### src/hw/ttf_regs.vh
`ifndef TTF_REGS_VH
`define TTF_REGS_VH

// debug_control_reg field positions
`define TTF_CTRL_EN_BIT      7
`define TTF_CTRL_ARM_BIT     6
`define TTF_CTRL_TAG_BIT     5
`define TTF_CTRL_BREAKPOINT_ENABLE_BIT   4

// trigger_config_reg field positions
`define TTF_TRIG_SEL_BIT     7
`define TTF_TRIG_BEGIN_BIT   6
`define TTF_TRIG_MODE_HI     3
`define TTF_TRIG_MODE_LO     0

// debug_status_reg field positions
`define TTF_STAT_AF_BIT      7
`define TTF_STAT_BF_BIT      6
`define TTF_STAT_CF_BIT      5
`define TTF_STAT_ARMED_FLAG_BIT    0

// default begin trace loaded at reset
`define TTF_CTRL_RST         8'hC0
`define TTF_TRIG_RST         8'h40
`define TTF_CMPA_RST         17'h0_FFFE

// trigger mode codes
`define TTF_MODE_A_ONLY      4'h0
`define TTF_MODE_A_OR_B      4'h1
`define TTF_MODE_A_THEN_B    4'h2
`define TTF_MODE_EVT_B       4'h3
`define TTF_MODE_A_THEN_EVT  4'h4
`define TTF_MODE_A_AND_B     4'h5
`define TTF_MODE_A_NOT_B     4'h6
`define TTF_MODE_INSIDE      4'h7
`define TTF_MODE_OUTSIDE     4'h8

// trace storage
`define TTF_FIFO_DEPTH       8
`define TTF_BRANCH_BACK      17'h0_0002

`endif

### src/hw/ttf_trace_mem.v
`timescale 1ns/1ps
`default_nettype none

// small trace store, registered read data
module ttf_trace_mem #(
  parameter W     = 18,
  parameter DEPTH = 8,
  parameter PTRW  = 3
) (
  // clock and reset
  input  wire            mclk,
  input  wire            reset,
  // write side
  input  wire            wr_en,
  input  wire [PTRW-1:0] wr_addr,
  input  wire [W-1:0]    wr_data,
  // read side
  input  wire [PTRW-1:0] rd_addr,
  output reg  [W-1:0]    rd_data
);

  reg [W-1:0] mem [0:DEPTH-1];

  // contents survive reset so a trace can be read afterwards
  always @(posedge mclk) begin
    if (wr_en) begin
      mem[wr_addr] <= wr_data;
    end
  end

  // read register
  always @(posedge mclk) begin
    if (reset) begin
      rd_data <= {W{1'b0}};
    end else begin
      rd_data <= mem[rd_addr];
    end
  end

endmodule

`default_nettype wire

### src/hw/ttf_trace_trigger.v
// Operation
// - a-and-not-b: address a, data not b
// - a-and-not-b end tag breaks use a only
// - inside and outside range flag setting
// - four bits pick run type; no breakpoint_enable, no break
// - end trace: fill until trigger, then break
// - begin trace: start at trigger, break when full
// - eight words of change-of-flow addresses
// - event modes store data byte, upper zero
// - indirect change of flow stores current address
// - taken branch stores previous address minus two
// - begin run stores after trigger until eight
// - end run stores until trigger, then disarms
// - readable when enabled, shifts only unarmed, oldest first
// - low byte read shifts, count unchanged
// - armed read returns oldest, no shift
// - unarmed low read stores current opcode address
// - qualified trigger suppressed by pending interrupt
// - unqualified end trigger skips interrupt change record
// - unqualified begin trigger records interrupt change
// - reset in end trace clears only arm and breakpoint enable bits
// - other resets load default begin trace
// - arming clears a, b, c flags
// - event modes behave as begin type, except at reset, where only the begin bit selects end trace
`timescale 1ns/1ps
`default_nettype none
`include "ttf_regs.vh"

module ttf_trace_trigger #(
  parameter AW    = 17,
  parameter DEPTH = `TTF_FIFO_DEPTH,
  parameter PTRW  = 3
) (
  // clock and reset
  input  wire            mclk,
  input  wire            reset,
  input  wire            power_on_reset,
  // core bus and change of flow
  input  wire [AW-1:0]   core_addr,
  input  wire            core_paged,
  input  wire [7:0]      core_data,
  input  wire            core_bus_valid,
  input  wire [1:0]      core_cof,
  input  wire            core_op_top,
  input  wire [AW-1:0]   core_op_addr,
  input  wire            core_irq_pending,
  // software writes
  input  wire            ctrl_wr,
  input  wire [7:0]      ctrl_wdata,
  input  wire            trig_wr,
  input  wire [7:0]      trig_wdata,
  input  wire            cmp_a_wr,
  input  wire [AW-1:0]   cmp_a_wdata,
  input  wire            cmp_b_wr,
  input  wire [AW-1:0]   cmp_b_wdata,
  input  wire            cmp_c_wr,
  input  wire [AW-1:0]   cmp_c_wdata,
  // status
  output wire [7:0]      debug_control_reg,
  output wire [7:0]      trigger_config_reg,
  output wire [7:0]      debug_status_reg,
  output wire [PTRW:0]   valid_word_count,
  // trace readout request
  input  wire            rd_req_valid,
  output wire            rd_req_ready,
  input  wire            rd_req_low,
  // trace readout answer
  output wire            rd_rsp_valid,
  input  wire            rd_rsp_ready,
  output wire [7:0]      fifo_extended_byte,
  output wire [7:0]      fifo_high_byte,
  output wire [7:0]      fifo_low_byte,
  // break requests to the core
  output reg             brk_force,
  output reg             brk_tag
);

  localparam EW = AW + 1;
  localparam [PTRW:0] FULL_CNT = DEPTH;
  localparam [PTRW:0] LAST_CNT = DEPTH - 1;

  wire [7:0] ctrl_rst = `TTF_CTRL_RST;
  wire [7:0] trig_rst = `TTF_TRIG_RST;

  // event-only mode decode
  function is_event;
    input [3:0] mode;
    begin
      is_event = (mode == `TTF_MODE_EVT_B) || (mode == `TTF_MODE_A_THEN_EVT);
    end
  endfunction

  // control and status state
  reg            en_q, arm_q, tag_q, brk_en_q, armed_q;
  reg            opcode_qualify_select_q, begin_q;
  reg  [3:0]     mode_q;
  reg  [AW-1:0]  cmp_a_q, cmp_b_q, cmp_c_q;
  reg            match_a_flag, match_b_flag, match_c_flag;
  reg            a_seen_q, triggered_q;
  reg  [PTRW-1:0] wptr_q, rptr_q;
  reg  [PTRW:0]  count_q;
  reg  [AW-1:0]  prev_addr_q;
  reg            moved_q;
  // answer buffer
  reg  [23:0]    buf0_q, buf1_q;
  reg  [1:0]     bcnt_q;
  wire [EW-1:0]  mem_rdata;

  // run type decode
  wire evt_mode  = is_event(mode_q);
  wire begin_eff = begin_q | evt_mode;
  wire run_armed = arm_q & en_q;

  // comparator source, qualified by opcode tracking when selected
  wire [AW-1:0] cmp_addr = opcode_qualify_select_q ? core_op_addr : core_addr;
  wire cmp_stb = opcode_qualify_select_q ? (core_op_top & ~core_irq_pending) : core_bus_valid;
  wire a_m   = cmp_stb & (cmp_addr == cmp_a_q);
  wire b_m   = cmp_stb & (cmp_addr == cmp_b_q);
  wire b_evt = core_bus_valid & (core_addr == cmp_b_q);
  wire b_dat = core_bus_valid & (core_data == cmp_b_q[7:0]);
  wire c_m   = core_bus_valid & (core_addr == cmp_c_q);
  wire in_rng = cmp_stb & (cmp_addr >= cmp_a_q) & (cmp_addr <= cmp_b_q);

  // per-mode flag and trigger decode
  reg set_a, set_b, trig;
  always @* begin
    set_a = 1'b0;
    set_b = 1'b0;
    case (mode_q)
      `TTF_MODE_A_ONLY: begin
        set_a = a_m;
      end
      `TTF_MODE_A_OR_B: begin
        set_a = a_m;
        set_b = b_m;
      end
      `TTF_MODE_A_THEN_B: begin
        set_a = a_m;
        set_b = b_m & a_seen_q;
      end
      `TTF_MODE_EVT_B: begin
        set_b = b_evt;
      end
      `TTF_MODE_A_THEN_EVT: begin
        set_a = a_m;
        set_b = b_evt & a_seen_q;
      end
      `TTF_MODE_A_AND_B: begin
        set_a = a_m & b_dat;
        set_b = a_m & b_dat;
      end
      `TTF_MODE_A_NOT_B: begin
        set_a = a_m & ~b_dat;
        set_b = a_m & ~b_dat;
      end
      `TTF_MODE_INSIDE: begin
        set_a = in_rng;
        set_b = in_rng;
      end
      `TTF_MODE_OUTSIDE: begin
        set_a = cmp_stb & (cmp_addr < cmp_a_q);
        set_b = cmp_stb & (cmp_addr > cmp_b_q);
      end
      default: begin
        set_a = 1'b0;
        set_b = 1'b0;
      end
    endcase
    case (mode_q)
      `TTF_MODE_A_ONLY:     trig = set_a;
      `TTF_MODE_A_OR_B:     trig = set_a | set_b;
      `TTF_MODE_OUTSIDE:    trig = set_a | set_b;
      `TTF_MODE_A_THEN_B:   trig = set_b;
      `TTF_MODE_EVT_B:      trig = set_b;
      `TTF_MODE_A_THEN_EVT: trig = set_b;
      default:              trig = set_a & set_b;
    endcase
  end

  // storage decisions
  wire trig_go = run_armed & trig;
  wire started = triggered_q | trig_go;
  wire [AW-1:0] cof_addr = core_cof[1] ? core_addr
                                       : prev_addr_q - `TTF_BRANCH_BACK;
  wire end_irq_skip = ~begin_eff & trig_go & core_irq_pending;
  wire store_cof = run_armed & ~evt_mode & (|core_cof) &
                   (begin_eff ? started : ~end_irq_skip);
  wire store_evt = run_armed & evt_mode & trig_go;
  wire store_run = store_cof | store_evt;
  wire [EW-1:0] run_wdata = evt_mode ? {{(EW-8){1'b0}}, core_data}
                                     : {core_paged, cof_addr};
  wire fill_done = begin_eff & store_run & (count_q == LAST_CNT);
  wire end_done  = ~begin_eff & trig_go;
  wire run_end   = fill_done | end_done;

  // readout handshake and profile capture
  wire rd_acc   = rd_req_valid & rd_req_ready;
  wire rd_shift = rd_acc & rd_req_low & en_q & ~arm_q;
  wire overwrite = store_run & (count_q == FULL_CNT);
  wire mem_we = store_run | rd_shift;
  wire [PTRW-1:0] mem_waddr = rd_shift ? rptr_q : wptr_q;
  wire [EW-1:0] mem_wdata = rd_shift ? {core_paged, core_op_addr} : run_wdata;

  // next control values
  wire en_d  = ctrl_wr ? ctrl_wdata[`TTF_CTRL_EN_BIT] : en_q;
  wire arm_d = ctrl_wr ? ctrl_wdata[`TTF_CTRL_ARM_BIT] : (run_end ? 1'b0 : arm_q);
  wire arm_start = ctrl_wr & ctrl_wdata[`TTF_CTRL_ARM_BIT] & ctrl_wdata[`TTF_CTRL_EN_BIT];

  // tag source; a-and-not-b end traces watch comparator a alone
  wire tag_hit = (~begin_eff & ((mode_q == `TTF_MODE_A_NOT_B) ? a_m : trig)) | c_m;

  ttf_trace_mem #(
    .W     (EW),
    .DEPTH (DEPTH),
    .PTRW  (PTRW)
  ) u_mem (
    .mclk    (mclk),
    .reset   (reset),
    .wr_en   (mem_we),
    .wr_addr (mem_waddr),
    .wr_data (mem_wdata),
    .rd_addr (rptr_q),
    .rd_data (mem_rdata)
  );

  // control, flags, pointers and break requests
  always @(posedge mclk) begin
    if (reset) begin
      if (en_q & ~begin_q & ~power_on_reset) begin
        arm_q    <= 1'b0;
        armed_q  <= 1'b0;
        brk_en_q <= 1'b0;
      end else begin
        en_q         <= ctrl_rst[`TTF_CTRL_EN_BIT];
        arm_q        <= ctrl_rst[`TTF_CTRL_ARM_BIT];
        armed_q      <= ctrl_rst[`TTF_CTRL_ARM_BIT];
        tag_q        <= ctrl_rst[`TTF_CTRL_TAG_BIT];
        brk_en_q     <= ctrl_rst[`TTF_CTRL_BREAKPOINT_ENABLE_BIT];
        opcode_qualify_select_q     <= trig_rst[`TTF_TRIG_SEL_BIT];
        begin_q      <= trig_rst[`TTF_TRIG_BEGIN_BIT];
        mode_q       <= trig_rst[`TTF_TRIG_MODE_HI:`TTF_TRIG_MODE_LO];
        cmp_a_q      <= `TTF_CMPA_RST;
        cmp_b_q      <= {AW{1'b0}};
        cmp_c_q      <= {AW{1'b0}};
        match_a_flag <= 1'b0;
        match_b_flag <= 1'b0;
        match_c_flag <= 1'b0;
        a_seen_q     <= 1'b0;
        triggered_q  <= 1'b0;
        wptr_q       <= {PTRW{1'b0}};
        rptr_q       <= {PTRW{1'b0}};
        count_q      <= {(PTRW+1){1'b0}};
      end
      prev_addr_q <= {AW{1'b0}};
      moved_q     <= 1'b0;
      brk_force   <= 1'b0;
      brk_tag     <= 1'b0;
    end else begin
      prev_addr_q <= core_addr;
      en_q        <= en_d;
      arm_q       <= arm_d;
      armed_q     <= arm_d & en_d;
      if (ctrl_wr) begin
        tag_q    <= ctrl_wdata[`TTF_CTRL_TAG_BIT];
        brk_en_q <= ctrl_wdata[`TTF_CTRL_BREAKPOINT_ENABLE_BIT];
      end
      if (trig_wr) begin
        opcode_qualify_select_q <= trig_wdata[`TTF_TRIG_SEL_BIT];
        begin_q  <= trig_wdata[`TTF_TRIG_BEGIN_BIT];
        mode_q   <= trig_wdata[`TTF_TRIG_MODE_HI:`TTF_TRIG_MODE_LO];
      end
      if (cmp_a_wr) cmp_a_q <= cmp_a_wdata;
      if (cmp_b_wr) cmp_b_q <= cmp_b_wdata;
      if (cmp_c_wr) cmp_c_q <= cmp_c_wdata;
      // arming restarts the run
      if (arm_start) begin
        match_a_flag <= 1'b0;
        match_b_flag <= 1'b0;
        match_c_flag <= 1'b0;
        a_seen_q     <= 1'b0;
        triggered_q  <= 1'b0;
        wptr_q       <= {PTRW{1'b0}};
        rptr_q       <= {PTRW{1'b0}};
        count_q      <= {(PTRW+1){1'b0}};
      end else begin
        if (run_armed & set_a) match_a_flag <= 1'b1;
        if (run_armed & set_b) match_b_flag <= 1'b1;
        if (run_armed & c_m)   match_c_flag <= 1'b1;
        if (run_armed & a_m)   a_seen_q     <= 1'b1;
        if (trig_go)           triggered_q  <= 1'b1;
        if (store_run) begin
          wptr_q <= wptr_q + 1'b1;
          if (count_q != FULL_CNT) count_q <= count_q + 1'b1;
        end
        if (overwrite | rd_shift) rptr_q <= rptr_q + 1'b1;
      end
      moved_q   <= overwrite | rd_shift;
      brk_force <= en_q & brk_en_q & ~tag_q & (run_end | (c_m & ~run_armed));
      brk_tag   <= en_q & brk_en_q & tag_q & tag_hit;
    end
  end

  // answer word: zero when disabled or empty, upper bytes zero in event modes
  wire ent_ok = en_q & (count_q != {(PTRW+1){1'b0}});
  wire [7:0] ans_x = (ent_ok & ~evt_mode) ? {mem_rdata[EW-1], 6'h00, mem_rdata[AW-1]} : 8'h00;
  wire [7:0] ans_h = (ent_ok & ~evt_mode) ? mem_rdata[15:8] : 8'h00;
  wire [7:0] ans_l = ent_ok ? mem_rdata[7:0] : 8'h00;
  wire [23:0] ans_word = {ans_x, ans_h, ans_l};

  // two-entry answer buffer; stalls requests while full or while read data settles
  wire rsp_pop = rd_rsp_valid & rd_rsp_ready;
  assign rd_req_ready = (bcnt_q != 2'd2) & ~moved_q;
  assign rd_rsp_valid = (bcnt_q != 2'd0);
  always @(posedge mclk) begin
    if (reset) begin
      buf0_q <= 24'h00_0000;
      buf1_q <= 24'h00_0000;
      bcnt_q <= 2'd0;
    end else begin
      case ({rd_acc, rsp_pop})
        2'b10: begin
          if (bcnt_q == 2'd0) buf0_q <= ans_word;
          else buf1_q <= ans_word;
          bcnt_q <= bcnt_q + 2'd1;
        end
        2'b01: begin
          buf0_q <= buf1_q;
          bcnt_q <= bcnt_q - 2'd1;
        end
        2'b11: begin
          if (bcnt_q == 2'd1) begin
            buf0_q <= ans_word;
          end else begin
            buf0_q <= buf1_q;
            buf1_q <= ans_word;
          end
        end
        default: begin
          bcnt_q <= bcnt_q;
        end
      endcase
    end
  end

  // status and readout outputs
  assign fifo_extended_byte = buf0_q[23:16];
  assign fifo_high_byte     = buf0_q[15:8];
  assign fifo_low_byte      = buf0_q[7:0];
  assign valid_word_count   = count_q;
  assign debug_control_reg  = {en_q, arm_q, tag_q, brk_en_q, 4'h0};
  assign trigger_config_reg = {opcode_qualify_select_q, begin_q, 2'b00, mode_q};
  assign debug_status_reg   = {match_a_flag, match_b_flag, match_c_flag, 4'h0, armed_q};

endmodule

`default_nettype wire

### config.mk
export PLATFORM = sky130hd
export DESIGN_NAME = ttf_trace_trigger
export DESIGN_NICKNAME = d
export VERILOG_FILES = /design/src/hw/ttf_trace_mem.v /design/src/hw/ttf_trace_trigger.v
export VERILOG_INCLUDE_DIRS = /design/src /design/src/hw
export SDC_FILE = /design/constraint.sdc
export NUM_CORES = 1
export LEC_CHECK = 0
export ABC_AREA = 1
export BUFFER_PORTS_ARGS = -buffer_cell sky130_fd_sc_hd__buf_4
export CELL_PAD_IN_SITES_DETAIL_PLACEMENT = 2
export CELL_PAD_IN_SITES_GLOBAL_PLACEMENT = 2
export CORE_MARGIN = 3
export CORE_UTILIZATION = 32
export DETAILED_ROUTE_END_ITERATION = 8
export PLACE_DENSITY = 0.75
export SLEW_MARGIN = 20
export SYNTH_ARGS = -nofsm -noshare
export SYNTH_HDL_FRONTEND = slang
export SYNTH_HIERARCHICAL = 1
export SYNTH_SLANG_ARGS = --single-unit
### constraint.sdc
create_clock -name mclk -period 3.69 [get_ports mclk]
set_input_delay 0.369 -clock mclk [delete_from_list [all_inputs] [get_ports mclk]]
set_output_delay 0.369 -clock mclk [all_outputs]
set_load 0.005 [all_outputs]
==> impl_results.html <==
<table>
<tr><th>Metric</th><th>Value</th></tr>
<tr><th colspan="2">Layout</th></tr>
<tr><td>Ant. Diodes</td><td>0</td></tr>
<tr><td>Net total in the final layout</td><td>2180</td></tr>
<tr><td>Share of cells above drive strength 1</td><td>21.8%</td></tr>
<tr><td>Total area of multi-input combinational cells</td><td>6130 sq um</td></tr>
<tr><td>Area of all sequential standard cells</td><td>8130 sq um</td></tr>
<tr><td>Fill count</td><td>5192</td></tr>
<tr><td>Util after Layout</td><td>41.6%</td></tr>
<tr><td>Area growth syn-to-layout</td><td>28.1%</td></tr>
<tr><th colspan="2">Critical path</th></tr>
<tr><td>Beginning of the worst register-to-register path</td><td>opcode_qualify_select_q</td></tr>
<tr><td>Capture instance of the worst register-to-register path</td><td>u_mem/mem[0][10]</td></tr>
<tr><td>Worst endpoint data arrival time</td><td>3.91 ns</td></tr>
<tr><td>Setup crit start kind</td><td>flop</td></tr>
<tr><td>Category of the critical setup timing path</td><td>flop to flop</td></tr>
<tr><td>Critical Path Sink Type</td><td>flop</td></tr>
<tr><td>Cell count of the worst reg-to-reg path</td><td>23</td></tr>
<tr><td>Setup crit start</td><td>opcode_qualify_select_q</td></tr>
<tr><td>Flop-to-flop setup slack</td><td>0.04 ns</td></tr>
<tr><td>Destination of the critical timing path</td><td>u_mem/mem[0][10]</td></tr>
<tr><td>Data required time at the worst endpoint</td><td>3.95 ns</td></tr>
<tr><td>Largest driver fanout on the critical path</td><td>9</td></tr>
<tr><th colspan="2">Drt</th></tr>
<tr><td>First drt pass iteration count</td><td>5</td></tr>
<tr><td>Number of remaining DRC errors</td><td>0</td></tr>
<tr><td>Mean routed wirelength per cell</td><td>20.9 microns</td></tr>
<tr><td>Ratio of routed vias to standard cells</td><td>4.92</td></tr>
<tr><td>Count of routing violations after the opening detailed-route iteration</td><td>622</td></tr>
<tr><td>Detailed-route wire length</td><td>55200 microns</td></tr>
<tr><td>Count of antenna-violating nets left after detailed routing</td><td>0</td></tr>
<tr><td>Routed via count</td><td>13003</td></tr>
<tr><th colspan="2">Power</th></tr>
<tr><td>Combinational Power Share</td><td>23.3%</td></tr>
<tr><td>Peak supply drop</td><td>0.339 mV</td></tr>
<tr><td>Switching part of the total</td><td>31.2%</td></tr>
<tr><td>Leakage power</td><td>8.91 nW</td></tr>
<tr><td>Internal power consumption</td><td>6.92 mW</td></tr>
<tr><td>Psw</td><td>3.13 mW</td></tr>
<tr><td>Clock network fraction of total power</td><td>34.6%</td></tr>
<tr><td>Sequential power share</td><td>42.1%</td></tr>
<tr><td>Ratio of total power to cell area</td><td>516 nW/um^2</td></tr>
<tr><th colspan="2">Floorplanning</th></tr>
<tr><td>Die Span X</td><td>224 microns</td></tr>
<tr><td>Number of I/O pins</td><td>182</td></tr>
<tr><td>Die outline area</td><td>50100 sq um</td></tr>
<tr><td>Die height</td><td>224 microns</td></tr>
<tr><td>Total number of placement rows</td><td>79</td></tr>
<tr><td>Core Box Area</td><td>46800 sq um</td></tr>
<tr><td>Starting Density</td><td>32.5%</td></tr>
<tr><th colspan="2">Global routing</th></tr>
<tr><td>Antenna violations before repair</td><td>0</td></tr>
<tr><td>GR Overflow Total</td><td>0</td></tr>
<tr><td>Global-route wire length before repair</td><td>80500 microns</td></tr>
<tr><td>Via count of the first global-routing pass</td><td>14358</td></tr>
<tr><td>Maximum number of pins on one net before global-route repair</td><td>73</td></tr>
<tr><td>Total global-route track usage</td><td>20.7%</td></tr>
<tr><th colspan="2">STA</th></tr>
<tr><td>Final worst setup slack</td><td>0.0411 ns</td></tr>
<tr><td>Clock skew after layout</td><td>0.0183 ns</td></tr>
<tr><td>Final period demand of the worst path</td><td>3.65 ns</td></tr>
<tr><td>Fmax</td><td>274 MHz</td></tr>
<tr><td>Final period utilization</td><td>98.9%</td></tr>
<tr><td>Final setup vio count</td><td>0</td></tr>
<tr><td>Worst slew slack as a fraction of its limit</td><td>39.6%</td></tr>
<tr><td>Final Hold Slack</td><td>0.0627 ns</td></tr>
<tr><td>Least-Margin Pin Slew</td><td>0.906 ns</td></tr>
<tr><td>Fin. Hold Viols</td><td>0</td></tr>
<tr><td>Number of pins exceeding their max-slew limit in the final report</td><td>0</td></tr>
<tr><th colspan="2">Yosys</th></tr>
<tr><td>Yosys warning total</td><td>6</td></tr>
<tr><td>Top cells by area in the synthesized netlist</td><td>sky130_fd_sc_hd__edfxtp_1, sky130_fd_sc_hd__nand2_1, sky130_fd_sc_hd__dfxtp_1</td></tr>
<tr><td>FF+latch count, synth</td><td>297</td></tr>
<tr><td>Gate count after technology mapping</td><td>1807</td></tr>
<tr><td>Cell with the most instances after synthesis</td><td>sky130_fd_sc_hd__nand2_1</td></tr>
<tr><td>Register area share after synthesis</td><td>53.5%</td></tr>
<tr><td>Post-synth EDFFs</td><td>218</td></tr>
<tr><td>Area leader, netlist</td><td>sky130_fd_sc_hd__edfxtp_1</td></tr>
<tr><td>Portion of synthesized cell area occupied by the leading cell type</td><td>43.1%</td></tr>
<tr><td>Average size of a mapped cell</td><td>8.41 sq um</td></tr>
<tr><td>Post-synthesis instance area</td><td>15200 sq um</td></tr>
<tr><td>Post-synth top flop</td><td>sky130_fd_sc_hd__edfxtp_1</td></tr>
<tr><td>Distinct cells, synth</td><td>47</td></tr>
<tr><td>Fraction of synthesis flops using an asynchronous set or reset pin</td><td>0%</td></tr>
<tr><td>Most used standard cells in the synthesized netlist</td><td>sky130_fd_sc_hd__nand2_1, sky130_fd_sc_hd__inv_1, sky130_fd_sc_hd__edfxtp_1</td></tr>
<tr><th colspan="2">Clock tree</th></tr>
<tr><td>Clock Sinks</td><td>297</td></tr>
<tr><td>H-tree lvl count</td><td>2</td></tr>
<tr><td>Clock tree from TritonCTS</td><td>built</td></tr>
<tr><td>TritonCTS buffer count</td><td>36</td></tr>
<tr><td>Worst-path clk slew</td><td>0.06 ns</td></tr>
<tr><td>Root buffer cell</td><td>sky130_fd_sc_hd__clkbuf_16</td></tr>
<tr><td>Count of hold buffers inserted by post-cts repair</td><td>0</td></tr>
<tr><td>Insertion delay to the later sink of the worst-skew pair</td><td>0.56 ns</td></tr>
<tr><td>CTS max path bufs</td><td>3</td></tr>
<tr><th colspan="2">Status</th></tr>
<tr><td>Status</td><td>finished clean</td></tr>
<tr><th colspan="2">Hold path</th></tr>
<tr><td>Hold wc startpoint</td><td>ctrl_wdata[4]</td></tr>
<tr><td>Hold Path Depth</td><td>3</td></tr>
<tr><td>Min-delay worst type</td><td>input port to flop</td></tr>
<tr><th colspan="2">Placement</th></tr>
<tr><td>Routability congestion estimate from global placement</td><td>0.849</td></tr>
<tr><td>Worst slack, placed</td><td>-0.110 ns</td></tr>
<tr><td>Final HPWL DP</td><td>37900 microns</td></tr>
<tr><td>I/O Buffers</td><td>159</td></tr>
<tr><th colspan="2">Job</th></tr>
<tr><td>Max-Cap Viols</td><td>0</td></tr>
</table>
## layout make-up
cell class | count | share of cell area (%)
Sequential cell | 297 | 41.8
Clock buffer | 59 | 5.38
Timing Repair Buffer | 238 | 10.5
Tap cell | 607 | 3.90
Multi-Input combinational cell | 1102 | 31.5
Inverter | 334 | 6.49
Clock inverter | 7 | 0.463
## per-layer routing
| layer | up-vias | share of wire (%) | global-route usage, % |
|---|---|---|---|
| met5 | - | 0 | 0 |
| met4 | 0 | 3.7 | 5.96 |
| met3 | 81 | 3.2 | 2.97 |
| met2 | 229 | 53 | 40.0 |
| met1 | 6548 | 40 | 23.6 |
| li1 | 6145 | - | - |
## state kept, by name, indices dropped and copies added (netlist names), 2 cells and up
name	cells
cmp_c_q	17
mode_q	4
u_mem/mem	144
cmp_a_q	17
rptr_q	3
buf1_q	18
wptr_q	3
valid_word_count	4
bcnt_q	2
u_mem/rd_data	18
buf0_q	18
prev_addr_q	17
cmp_b_q	17
## per-stage QoR
stage          total power, mW  instances   TNS [ns]  area, sq um
2_1_floorplan             5.42       1822      -8.12        15300
3_3_place_gp              6.23       2562          0        17300
3_5_place_dp              6.37       2562     -11.73        17300
4_1_cts                   9.94       2630  -0.000165        18500
5_1_grt                   10.6       2644     -10.70        19500
6_report                  10.0       2644          0        19500
## worst max-delay path: stages (launching register included)
cell	delay, ns
sky130_fd_sc_hd__edfxtp_1	0.38
sky130_fd_sc_hd__buf_6	0.16
sky130_fd_sc_hd__buf_12	0.15
sky130_fd_sc_hd__nand2_1	0.08
sky130_fd_sc_hd__o21ai_1	0.07
sky130_fd_sc_hd__buf_4	0.17
sky130_fd_sc_hd__ha_4	0.29
sky130_fd_sc_hd__nand2_4	0.06
sky130_fd_sc_hd__nor2_4	0.12
sky130_fd_sc_hd__nand2_2	0.09
sky130_fd_sc_hd__inv_2	0.07
sky130_fd_sc_hd__nand4_1	0.22
sky130_fd_sc_hd__nand3_1	0.17
sky130_fd_sc_hd__nand4_1	0.15
sky130_fd_sc_hd__nand2_1	0.14
sky130_fd_sc_hd__nand3_2	0.10
sky130_fd_sc_hd__buf_6	0.13
sky130_fd_sc_hd__nand4_2	0.06
sky130_fd_sc_hd__nand2_2	0.08
sky130_fd_sc_hd__nand3_4	0.10
sky130_fd_sc_hd__nand2_4	0.10
sky130_fd_sc_hd__nor2_4	0.16
sky130_fd_sc_hd__buf_4	0.14
sky130_fd_sc_hd__buf_12	0.13
## how the worst min path moves through the flow
stage	end
global placement	buf1_q[23]
global route	begin_q
floorplan	buf1_q[16]
CTS	brk_en_q
finish	brk_en_q
detailed placement	buf1_q[0]
## power by group through the flow
stage	Clock (mW)	Sequential (mW)	Combinational (mW)
global placement	0	4.27	1.95
finish	3.48	4.23	2.34
global route	3.70	4.28	2.59
CTS	3.58	4.24	2.12
floorplan	0	4.23	1.19
detailed placement	0	4.30	2.07
## logic make-up (layout without fill, tap and decap cells)
logic type	after synthesis	count (layout)	synth area share, %
multiplexers	1	1	0.0659
flip-flops	297	297	53.5
AND/OR/NAND/NOR	848	848	23.5
buffers and inverters	423	638	11.7
adder cells (fa/ha/maj)	45	45	3.71
XOR/XNOR	24	24	1.38
AO/OA/AOI/OAI	168	168	6.19
other	1	16	0.0247
## cell usage in the layout (no fill, tap or decap), types with 17 or more instances in the layout
master / n
sky130_fd_sc_hd__nand2_1: 389
sky130_fd_sc_hd__inv_1: 317
sky130_fd_sc_hd__edfxtp_1: 218
sky130_fd_sc_hd__buf_4: 214
sky130_fd_sc_hd__nor2_1: 170
sky130_fd_sc_hd__nand3_1: 148
sky130_fd_sc_hd__dfxtp_1: 79
sky130_fd_sc_hd__o21ai_0: 65
sky130_fd_sc_hd__clkbuf_16: 40
sky130_fd_sc_hd__a21oi_1: 39
sky130_fd_sc_hd__ha_4: 25
sky130_fd_sc_hd__nand2_2: 24
sky130_fd_sc_hd__or2_2: 21
sky130_fd_sc_hd__a31oi_1: 20
sky130_fd_sc_hd__ha_1: 20
sky130_fd_sc_hd__nand2_4: 18
sky130_fd_sc_hd__nor2_2: 17
sky130_fd_sc_hd__clkbuf_1: 17
## what timing repair did
| action | 4_1_cts | 5_1_grt |
|---|---|---|
| endpoints found under the setup margin | 148 | 157 |
| resized for setup | 23 | 156 |
| buffers inserted | 1 | 10 |
| cloned | 1 | 6 |
| hold endpoints to repair | 0 | 0 |
| pin swaps | 3 | 40 |
No activity file was read; power rests on OpenSTA's default activity.
